$ cat config.mk
export PLATFORM = sky130hd
export DESIGN_NAME = e1_sig_irq
export DESIGN_NICKNAME = d
export VERILOG_FILES = /design/src/hdl/sig_irq_pkg.sv /design/src/hdl/nat_bit_vote.sv /design/src/hdl/crc_fail_counter.sv /design/src/hdl/e1_sig_irq.sv
export SDC_FILE = /design/constraint.sdc
export NUM_CORES = 1
export LEC_CHECK = 0
export BUFFER_PORTS_ARGS = -buffer_cell sky130_fd_sc_hd__buf_4
export CAP_MARGIN = 40
export CORE_UTILIZATION = 30
export CTS_CLUSTER_SIZE = 8
export DETAILED_ROUTE_END_ITERATION = 7
export PLACE_DENSITY = 0.43
export SYNTH_ARGS = -nofsm -noshare
export SYNTH_HDL_FRONTEND = slang
export SYNTH_SLANG_ARGS = --single-unit
$ cat constraint.sdc
create_clock -name sys_clk -period 2.5 [get_ports sys_clk]
set_input_delay 0.75 -clock sys_clk [delete_from_list [all_inputs] [get_ports sys_clk]]
set_output_delay 0.75 -clock sys_clk [all_outputs]
set_load 0.05 [all_outputs]
$ cat src/hdl/sig_irq_pkg.sv
// Package of register map, field positions and shared types for the signalling interrupt block.
package sig_irq_pkg;

  // ----------------------------------------------------------------
  // Register map
  // ----------------------------------------------------------------
  localparam logic [11:0] ADDR_SIG_STATUS   = 12'hb10;
  localparam logic [11:0] ADDR_SIG_ENABLE   = 12'hb11;
  localparam logic [11:0] ADDR_ZRUN_ENABLE  = 12'hb20;
  localparam logic [11:0] ADDR_ZRUN_STATUS  = 12'hb21;
  localparam logic [11:0] ADDR_SIG_CONFIG   = 12'hb22;

  // ----------------------------------------------------------------
  // Field positions
  // ----------------------------------------------------------------
  localparam int BIT_LONG_MSG  = 0;
  localparam int BIT_CRC_FAIL  = 1;
  localparam int BIT_RX_END    = 2;
  localparam int BIT_TX_END    = 3;
  localparam int BIT_RX_START  = 4;
  localparam int BIT_TX_START  = 5;
  localparam int BIT_ZRUN      = 0;
  localparam int BIT_NAT7      = 1;
  localparam int BIT_NAT7_STATE = 5;
  localparam int BIT_THR_SEL   = 0;

  localparam logic [7:0] SIG_STATUS_MASK = 8'h3f;
  localparam logic [7:0] ZRUN_EN_MASK    = 8'h03;
  localparam logic [7:0] RESET_BYTE      = 8'h00;

  // ----------------------------------------------------------------
  // Counting limits
  // ----------------------------------------------------------------
  localparam logic [6:0]  CRC_THR_LOW    = 7'h20;
  localparam logic [6:0]  CRC_THR_HIGH   = 7'h40;
  localparam logic [8:0]  MSG_MAX_BYTES  = 9'h114;
  localparam logic [1:0]  VOTE_MIN_ZERO  = 2'h2;

  // ----------------------------------------------------------------
  // Carriers
  // ----------------------------------------------------------------
  typedef struct packed {
    logic [11:0] addr;
    logic [7:0]  wdata;
    logic        wr;
    logic        rd;
  } reg_req_t;

  typedef struct packed {
    logic tx_start;
    logic tx_end;
    logic rx_start;
    logic rx_end;
    logic frame_done;
    logic frame_crc_bad;
    logic msg_byte;
    logic msg_end;
  } hdlc_evt_t;

  typedef enum logic [2:0] {
    MSG_IDLE = 3'b001,
    MSG_BODY = 3'b010,
    MSG_LONG = 3'b100
  } msg_state_t;

endpackage

$ cat src/hdl/nat_bit_vote.sv
// Two-of-three vote of the received national bit 7 sample, giving the zero state.
`timescale 1ns/1ps
module nat_bit_vote
  import sig_irq_pkg::*;
(
  // Clock and reset
  input  wire logic sys_clk,
  input  wire logic arst_n,
  // Samples, one per received frame carrying the bit
  input  wire logic sample_valid,
  input  wire logic sample_bit,
  // Voted state
  output logic      zero_state
);

  logic [2:0] hist;
  logic [2:0] next_hist;
  logic       next_zero_state;

  function automatic logic [1:0] zeros3(input logic [2:0] v);
    zeros3 = 2'(!v[0]) + 2'(!v[1]) + 2'(!v[2]);
  endfunction

  always_comb
  begin
    next_hist       = hist;
    next_zero_state = zero_state;
    if (sample_valid)
    begin
      next_hist       = {hist[1:0], sample_bit};
      next_zero_state = (zeros3({hist[1:0], sample_bit}) >= VOTE_MIN_ZERO);
    end
  end

  always_ff @(posedge sys_clk or negedge arst_n)
  begin
    if (!arst_n)
    begin
      hist       <= 3'h7;
      zero_state <= 1'b0;
    end
    else
    begin
      hist       <= next_hist;
      zero_state <= next_zero_state;
    end
  end

endmodule // nat_bit_vote

$ cat src/hdl/crc_fail_counter.sv
// Counter of consecutive received frames with a bad check sequence.
`timescale 1ns/1ps
module crc_fail_counter
  import sig_irq_pkg::*;
(
  // Clock and reset
  input  wire logic sys_clk,
  input  wire logic arst_n,
  // Frame results and threshold select
  input  wire logic frame_done,
  input  wire logic frame_crc_bad,
  input  wire logic thr_high,
  // One-cycle pulse when the threshold is reached
  output logic      fail_pulse
);

  logic [6:0] run;
  logic [6:0] next_run;
  logic       next_fail_pulse;
  logic [6:0] thr;

  always_comb
  begin
    thr             = thr_high ? CRC_THR_HIGH : CRC_THR_LOW;
    next_run        = run;
    next_fail_pulse = 1'b0;
    if (frame_done)
    begin
      if (!frame_crc_bad)
        next_run = 7'h00;
      else if (run + 7'h01 >= thr)
      begin
        // Restart so a persisting fault reports once per threshold run.
        next_fail_pulse = 1'b1;
        next_run        = 7'h00;
      end
      else
        next_run = run + 7'h01;
    end
  end

  always_ff @(posedge sys_clk or negedge arst_n)
  begin
    if (!arst_n)
    begin
      run        <= 7'h00;
      fail_pulse <= 1'b0;
    end
    else
    begin
      run        <= next_run;
      fail_pulse <= next_fail_pulse;
    end
  end

endmodule // crc_fail_counter

$ cat src/hdl/e1_sig_irq.sv
// Interrupt status and enable logic for national bit 7, zero run and signalling events.
`timescale 1ns/1ps
module e1_sig_irq
  import sig_irq_pkg::*;
(
  // Clock and reset
  input  wire logic       sys_clk,
  input  wire logic       arst_n,
  // Register port
  input  wire logic [11:0] reg_addr,
  input  wire logic [7:0]  reg_wdata,
  input  wire logic        reg_wr,
  input  wire logic        reg_rd,
  output logic      [7:0]  reg_rdata,
  // Line monitor inputs from the receive pins
  input  wire logic        natbit7_valid_pin,
  input  wire logic        natbit7_pin,
  input  wire logic        zero_run_pin,
  // Signalling controller events, same clock
  input  wire logic        sig_tx_start_evt,
  input  wire logic        sig_tx_end_evt,
  input  wire logic        sig_rx_start_evt,
  input  wire logic        sig_rx_end_evt,
  input  wire logic        rx_frame_done,
  input  wire logic        rx_frame_crc_bad,
  input  wire logic        rx_msg_byte,
  input  wire logic        rx_msg_end,
  // Interrupt
  output logic             irq
);

  // ----------------------------------------------------------------
  // Pin synchronisers
  // ----------------------------------------------------------------
  logic [2:0] sync_v, sync_b, sync_z;
  logic [2:0] next_sync_v, next_sync_b, next_sync_z;
  logic       v_stable, b_stable, z_stable;
  logic       next_v_stable, next_b_stable, next_z_stable;
  logic       v_prev, next_v_prev;

  always_comb
  begin
    next_sync_v   = {sync_v[1:0], natbit7_valid_pin};
    next_sync_b   = {sync_b[1:0], natbit7_pin};
    next_sync_z   = {sync_z[1:0], zero_run_pin};
    next_v_stable = (sync_v[1] == sync_v[2]) ? sync_v[2] : v_stable;
    next_b_stable = (sync_b[1] == sync_b[2]) ? sync_b[2] : b_stable;
    next_z_stable = (sync_z[1] == sync_z[2]) ? sync_z[2] : z_stable;
    next_v_prev   = v_stable;
  end

  always_ff @(posedge sys_clk or negedge arst_n)
  begin
    if (!arst_n)
    begin
      sync_v   <= 3'h0;
      sync_b   <= 3'h7;
      sync_z   <= 3'h0;
      v_stable <= 1'b0;
      b_stable <= 1'b1;
      z_stable <= 1'b0;
      v_prev   <= 1'b0;
    end
    else
    begin
      sync_v   <= next_sync_v;
      sync_b   <= next_sync_b;
      sync_z   <= next_sync_z;
      v_stable <= next_v_stable;
      b_stable <= next_b_stable;
      z_stable <= next_z_stable;
      v_prev   <= next_v_prev;
    end
  end

  // ----------------------------------------------------------------
  // Line condition trackers
  // ----------------------------------------------------------------
  logic natbit7_zero_state;
  logic nat7_prev, zrun_prev;
  logic nat7_change, zrun_change;

  // A sample is taken once per rising edge of the stable valid level.
  nat_bit_vote u_vote
  (
    .sys_clk      (sys_clk),
    .arst_n       (arst_n),
    .sample_valid (v_stable && !v_prev),
    .sample_bit   (b_stable),
    .zero_state   (natbit7_zero_state)
  );

  always_ff @(posedge sys_clk or negedge arst_n)
  begin
    if (!arst_n)
    begin
      nat7_prev <= 1'b0;
      zrun_prev <= 1'b0;
    end
    else
    begin
      nat7_prev <= natbit7_zero_state;
      zrun_prev <= z_stable;
    end
  end

  assign nat7_change = natbit7_zero_state != nat7_prev;
  assign zrun_change = z_stable != zrun_prev;

  // ----------------------------------------------------------------
  // Signalling event sources
  // ----------------------------------------------------------------
  logic       crc_fail_pulse;
  logic [7:0] sig_config;
  logic [8:0] msg_len, next_msg_len;
  msg_state_t msg_state, next_msg_state;
  logic       long_pulse, next_long_pulse;

  crc_fail_counter u_crc
  (
    .sys_clk       (sys_clk),
    .arst_n        (arst_n),
    .frame_done    (rx_frame_done),
    .frame_crc_bad (rx_frame_crc_bad),
    .thr_high      (sig_config[BIT_THR_SEL]),
    .fail_pulse    (crc_fail_pulse)
  );

  // Length counting stops once past the limit, so one message reports once.
  always_comb
  begin
    next_msg_state  = msg_state;
    next_msg_len    = msg_len;
    next_long_pulse = 1'b0;
    case (msg_state)
      MSG_IDLE, MSG_BODY:
      begin
        if (rx_msg_end)
        begin
          next_msg_state = MSG_IDLE;
          next_msg_len   = 9'h000;
        end
        else if (rx_msg_byte)
        begin
          next_msg_len   = msg_len + 9'h001;
          next_msg_state = MSG_BODY;
          if (msg_len == MSG_MAX_BYTES)
          begin
            next_long_pulse = 1'b1;
            next_msg_state  = MSG_LONG;
          end
        end
      end
      MSG_LONG:
      begin
        if (rx_msg_end)
        begin
          next_msg_state = MSG_IDLE;
          next_msg_len   = 9'h000;
        end
      end
      default:
      begin
        next_msg_state = MSG_IDLE;
        next_msg_len   = 9'h000;
      end
    endcase
  end

  always_ff @(posedge sys_clk or negedge arst_n)
  begin
    if (!arst_n)
    begin
      msg_state  <= MSG_IDLE;
      msg_len    <= 9'h000;
      long_pulse <= 1'b0;
    end
    else
    begin
      msg_state  <= next_msg_state;
      msg_len    <= next_msg_len;
      long_pulse <= next_long_pulse;
    end
  end

  // ----------------------------------------------------------------
  // Registers
  // ----------------------------------------------------------------
  logic [7:0] signalling_status_ch;
  logic [7:0] signalling_enable_ch;
  logic [7:0] sa7_zero_run_enable;
  logic [7:0] zero_run_status;
  logic [7:0] next_sig_status, next_sig_enable, next_zrun_enable;
  logic [7:0] next_zrun_status, next_sig_config;
  logic [7:0] next_rdata;
  logic       next_irq;
  logic [7:0] sig_events;
  logic [7:0] zrun_events;

  function automatic logic hit(input logic [11:0] a, input logic [11:0] ref_addr);
    hit = (a == ref_addr);
  endfunction

  always_comb
  begin
    sig_events = RESET_BYTE;
    sig_events[BIT_TX_START] = sig_tx_start_evt;
    sig_events[BIT_TX_END]   = sig_tx_end_evt;
    sig_events[BIT_RX_START] = sig_rx_start_evt;
    sig_events[BIT_RX_END]   = sig_rx_end_evt;
    sig_events[BIT_CRC_FAIL] = crc_fail_pulse;
    sig_events[BIT_LONG_MSG] = long_pulse;
    zrun_events = RESET_BYTE;
    zrun_events[BIT_NAT7] = nat7_change;
    zrun_events[BIT_ZRUN] = zrun_change;

    next_sig_enable  = signalling_enable_ch;
    next_zrun_enable = sa7_zero_run_enable;
    next_sig_config  = sig_config;
    if (reg_wr && hit(reg_addr, ADDR_SIG_ENABLE))
      next_sig_enable = reg_wdata & SIG_STATUS_MASK;
    if (reg_wr && hit(reg_addr, ADDR_ZRUN_ENABLE))
      next_zrun_enable = reg_wdata & ZRUN_EN_MASK;
    if (reg_wr && hit(reg_addr, ADDR_SIG_CONFIG))
      next_sig_config = {7'h00, reg_wdata[BIT_THR_SEL]};

    // Only enabled events latch; a read clears, and a same-cycle event wins.
    next_sig_status  = signalling_status_ch;
    next_zrun_status = zero_run_status;
    if (reg_rd && hit(reg_addr, ADDR_SIG_STATUS))
      next_sig_status = RESET_BYTE;
    if (reg_rd && hit(reg_addr, ADDR_ZRUN_STATUS))
      next_zrun_status = RESET_BYTE;
    next_sig_status  = next_sig_status | (sig_events & signalling_enable_ch);
    next_zrun_status = next_zrun_status | (zrun_events & sa7_zero_run_enable);

    next_rdata = RESET_BYTE;
    if (reg_rd)
    begin
      case (reg_addr)
        ADDR_SIG_STATUS:  next_rdata = signalling_status_ch;
        ADDR_SIG_ENABLE:  next_rdata = signalling_enable_ch;
        ADDR_ZRUN_ENABLE: next_rdata = sa7_zero_run_enable;
        ADDR_ZRUN_STATUS:
        begin
          next_rdata = zero_run_status;
          next_rdata[BIT_NAT7_STATE] = natbit7_zero_state;
        end
        ADDR_SIG_CONFIG:  next_rdata = sig_config;
        default:          next_rdata = RESET_BYTE;
      endcase
    end
    next_irq = |next_sig_status || |next_zrun_status;
  end

  always_ff @(posedge sys_clk or negedge arst_n)
  begin
    if (!arst_n)
    begin
      signalling_status_ch <= RESET_BYTE;
      signalling_enable_ch <= RESET_BYTE;
      sa7_zero_run_enable  <= RESET_BYTE;
      zero_run_status      <= RESET_BYTE;
      sig_config           <= RESET_BYTE;
      reg_rdata            <= RESET_BYTE;
      irq                  <= 1'b0;
    end
    else
    begin
      signalling_status_ch <= next_sig_status;
      signalling_enable_ch <= next_sig_enable;
      sa7_zero_run_enable  <= next_zrun_enable;
      zero_run_status      <= next_zrun_status;
      sig_config           <= next_sig_config;
      reg_rdata            <= next_rdata;
      irq                  <= next_irq;
    end
  end
endmodule // e1_sig_irq

==> run summary <==
status: finished, final reports clean
Slowest cell on crit path: dfrtp_1
synthesized area: 3386 um^2
combinational power share: 8.2%
Internal: 2154 uW
Flop pwr share: 45.5%
total track usage: 13.70%
fin worst setup slack: 152.1 ps
fin util: 38.65%
final setup fails: 0
cts bufs inserted: 9
Slew Limit Fails: 0
post-DP HPWL: 5191 um
first-pass GRT wire length: 12,230 um
Die X: 108.2 um
Synth top cells by count: 66 x dfrtp_1, 28 x nand2_1, 15 x inv_1
most common flop cell mapped by yosys: dfrtp_1
endpoint class of the critical path: flip-flop
later-pin clock latency in the skew report: 320 ps
Reg2Reg Launch Point: u_crc.run[0]$_DFFE_PN0P_
Unique masters post-synth: 57
Starting DRT DRC Count: 79
ANT cells: 0
crit share post-route: 93.92%
crit path DAT: 2590 ps
gp weighted congestion: 0.7472
Root Buffer: clkbuf_16
Switching Fraction: 23.84%
number of synthesized register bits: 73
R2R setup slack: 150 ps
Hold WC Path Type: in -> async
Ports: 44
CP Launch Type: flip-flop
Buffers & Inverters on Critical Path: 1
CTS tree: built
max_cap viols: 0
min Tclk post-route: 2348 ps
synth top area cells: dfrtp_1 49%, dfstp_2 5.4%, mux2_2 4.7%
Fin. Hold Viols: 0
Syn Area/Cell: 11.21 um^2
Synth Net Count: 343
clk buf depth: 2
area grow syn2layout: 24.83%
num rows: 38
Ys Warns: 0
crit-path cells: ha_2 > nand3_2 > nor3_2 > xnor2_1 > inv_1 > ha_1 > nor2b_1 > or3_4 > o32a_1 > o21ai_0
gr ovfl total: 0
share of the synthesized area in the top cell type: 48.78%
largest net degree at the start of global routing: 48
DR WL/cell: 14.52 um
PnR Total Power: 2828 uW
vias per cell: 4.970
number of remaining DRC errors: 0
hold_buf cts: 0
FFs w/ async S/R, synth: 100.0%
Post-Syn Instances: 302
Via Count: 2,475
H-tree levels: 3
register area share after synthesis: 54.21%
most frequent cell after synthesis: dfrtp_1
clock share of power: 46.2%
Hold WS: 330.8 ps
CP Class: reg -> reg
pre-CTS WS: -19.36 ps
die area: 11,710 um^2
Reg-to-Reg End: u_crc.run[5]$_DFFE_PN0P_
share of layout cells above drive strength 1: 27.65%
CP max stage delay: 370 ps
Worst Skew: 9.065 ps
CORE AREA: 10,940 um^2
vias in the first global route: 2,474
cell leakage power: 0.001892 uW
Least-Margin Pin Slew: 495.8 ps
nets@finish: 394
Post-synth EDFFs: 0
Synth area leader: dfrtp_1
RSZ-0062 raised after global routing: false
1st-pass router iterations: 4
final WL: 7229 um
Fmax: 425.9 MHz
data required time of the worst path: 2740 ps
IO Port Bufs: 41
initial antenna violation count: 0
Crit Path Max Fanout: 5
Max rail drop VDD: 0.0003698 V
CTS sink cnt: 73
Final ANT Viol Nets: 0
Starting Density: 30.96%
Power Dens Cells: 669.2 nW/um^2
Psw: 674.3 uW
delay-heaviest family, CP: simple AND/OR/NAND/NOR gates
Worst R2R Path Depth: 10
relative slew slack: 66.95%
die height: 108.2 um
clock slew at reported path FFs: 60 ps
power groups by stage:
stage,sequential [uW],combinational [uW],clock (uW)
6_report,1290,233,1310
5_1_grt,1300,268,1400
4_1_cts,1290,238,1340
2_1_floorplan,1300,127,0
3_3_place_gp,1310,234,0
3_5_place_dp,1310,236,0
registers in the layout (all words and copies together) (netlist names), 2 cells and up:
| register | flops |
|---|---|
| reg_rdata | 8 |
| signalling_status_ch | 8 |
| msg_state | 3 |
| u_crc.run | 7 |
| sa7_zero_run_enable | 2 |
| sync_b | 3 |
| zero_run_status | 8 |
| signalling_enable_ch | 6 |
| sync_z | 3 |
| u_vote.hist | 2 |
| sync_v | 3 |
| msg_len | 9 |
final cells by class:
cell class,instances,area (um^2)
multi-input combinational,207,1489
clock buffer,11,242.7
inverter,15,56.30
fill,1095,6709
sequential,73,1836
clock inverter,5,62.56
tap,140,175.2
timing repair buffer,47,365.4
worst register-to-register path: cells and delay by family (launching register included):
kind	cells	cell delay [ps]
and+or+nand+nor	4	780
adders and majority gates	2	480
AOI/OAI and AO/OA	2	410
DFF	1	370
xor gates and xnor gates	1	160
buffers and inverters	1	60
metal layers:
metal | GRT usage, % | routed length [um] | up-vias
met5 | 0 | 0 | -
met4 | 4.892 | 162 | 0
met3 | 3.737 | 294 | 12
met2 | 21.52 | 3381 | 52
met1 | 18.07 | 3390 | 1196
li1 | - | - | 1215
timing repair:
action,in CTS,in global routing
endpoints found under the setup margin,2,2
resized for setup,1,4
buffers inserted,0,0
stage by stage:
| step | instance area (um^2) | cells | setup TNS (ps) |
|---|---|---|---|
| 4_1_cts | 4209 | 498 | 0 |
| 3_3_place_gp | 3899 | 482 | -42.32 |
| 2_1_floorplan | 3386 | 302 | 0 |
| 3_5_place_dp | 3899 | 482 | -19.36 |
| 5_1_grt | 4227 | 498 | 0 |
| 6_report | 4227 | 498 | 0 |
worst max path at each step:
stage / start / to / slack (ps) / cells after the start
global route: u_crc.run[1]$_DFFE_PN0P_ / u_crc.run[5]$_DFFE_PN0P_ / 10 / 10
floorplan: u_crc.run[0]$_DFFE_PN0P_ / u_crc.run[5]$_DFFE_PN0P_ / 250 / 10
global placement: u_crc.run[0]$_DFFE_PN0P_ / u_crc.run[4]$_DFFE_PN0P_ / -40 / 10
detailed placement: u_crc.run[0]$_DFFE_PN0P_ / u_crc.run[4]$_DFFE_PN0P_ / -20 / 10
finish: u_crc.run[0]$_DFFE_PN0P_ / u_crc.run[5]$_DFFE_PN0P_ / 150 / 10
CTS: u_crc.run[0]$_DFFE_PN0P_ / u_crc.run[5]$_DFFE_PN0P_ / 20 / 10
cells by family after synthesis:
group                      after synthesis  share of synthesized area, %
buffers and inverters                   22                         2.476
AOI/OAI and AO/OA                       63                         12.79
xor gates and xnor gates                 7                         1.811
adders and majority gates                9                         3.104
muxes                                   15                         4.952
DFF                                     73                         54.21
and+or+nand+nor                        113                         20.66
placed cells by master (no fill, tap or decap), types with 11 or more instances in the layout:
cell type / count
nand3_1: 12
dfrtp_1: 66
nand2_1: 28
inv_1: 15
nor2_1: 13
a21oi_1: 11
o21ai_0: 13
mux2_2: 14
buf_4: 46
Note: power is estimated with default switching activity, not from simulation.
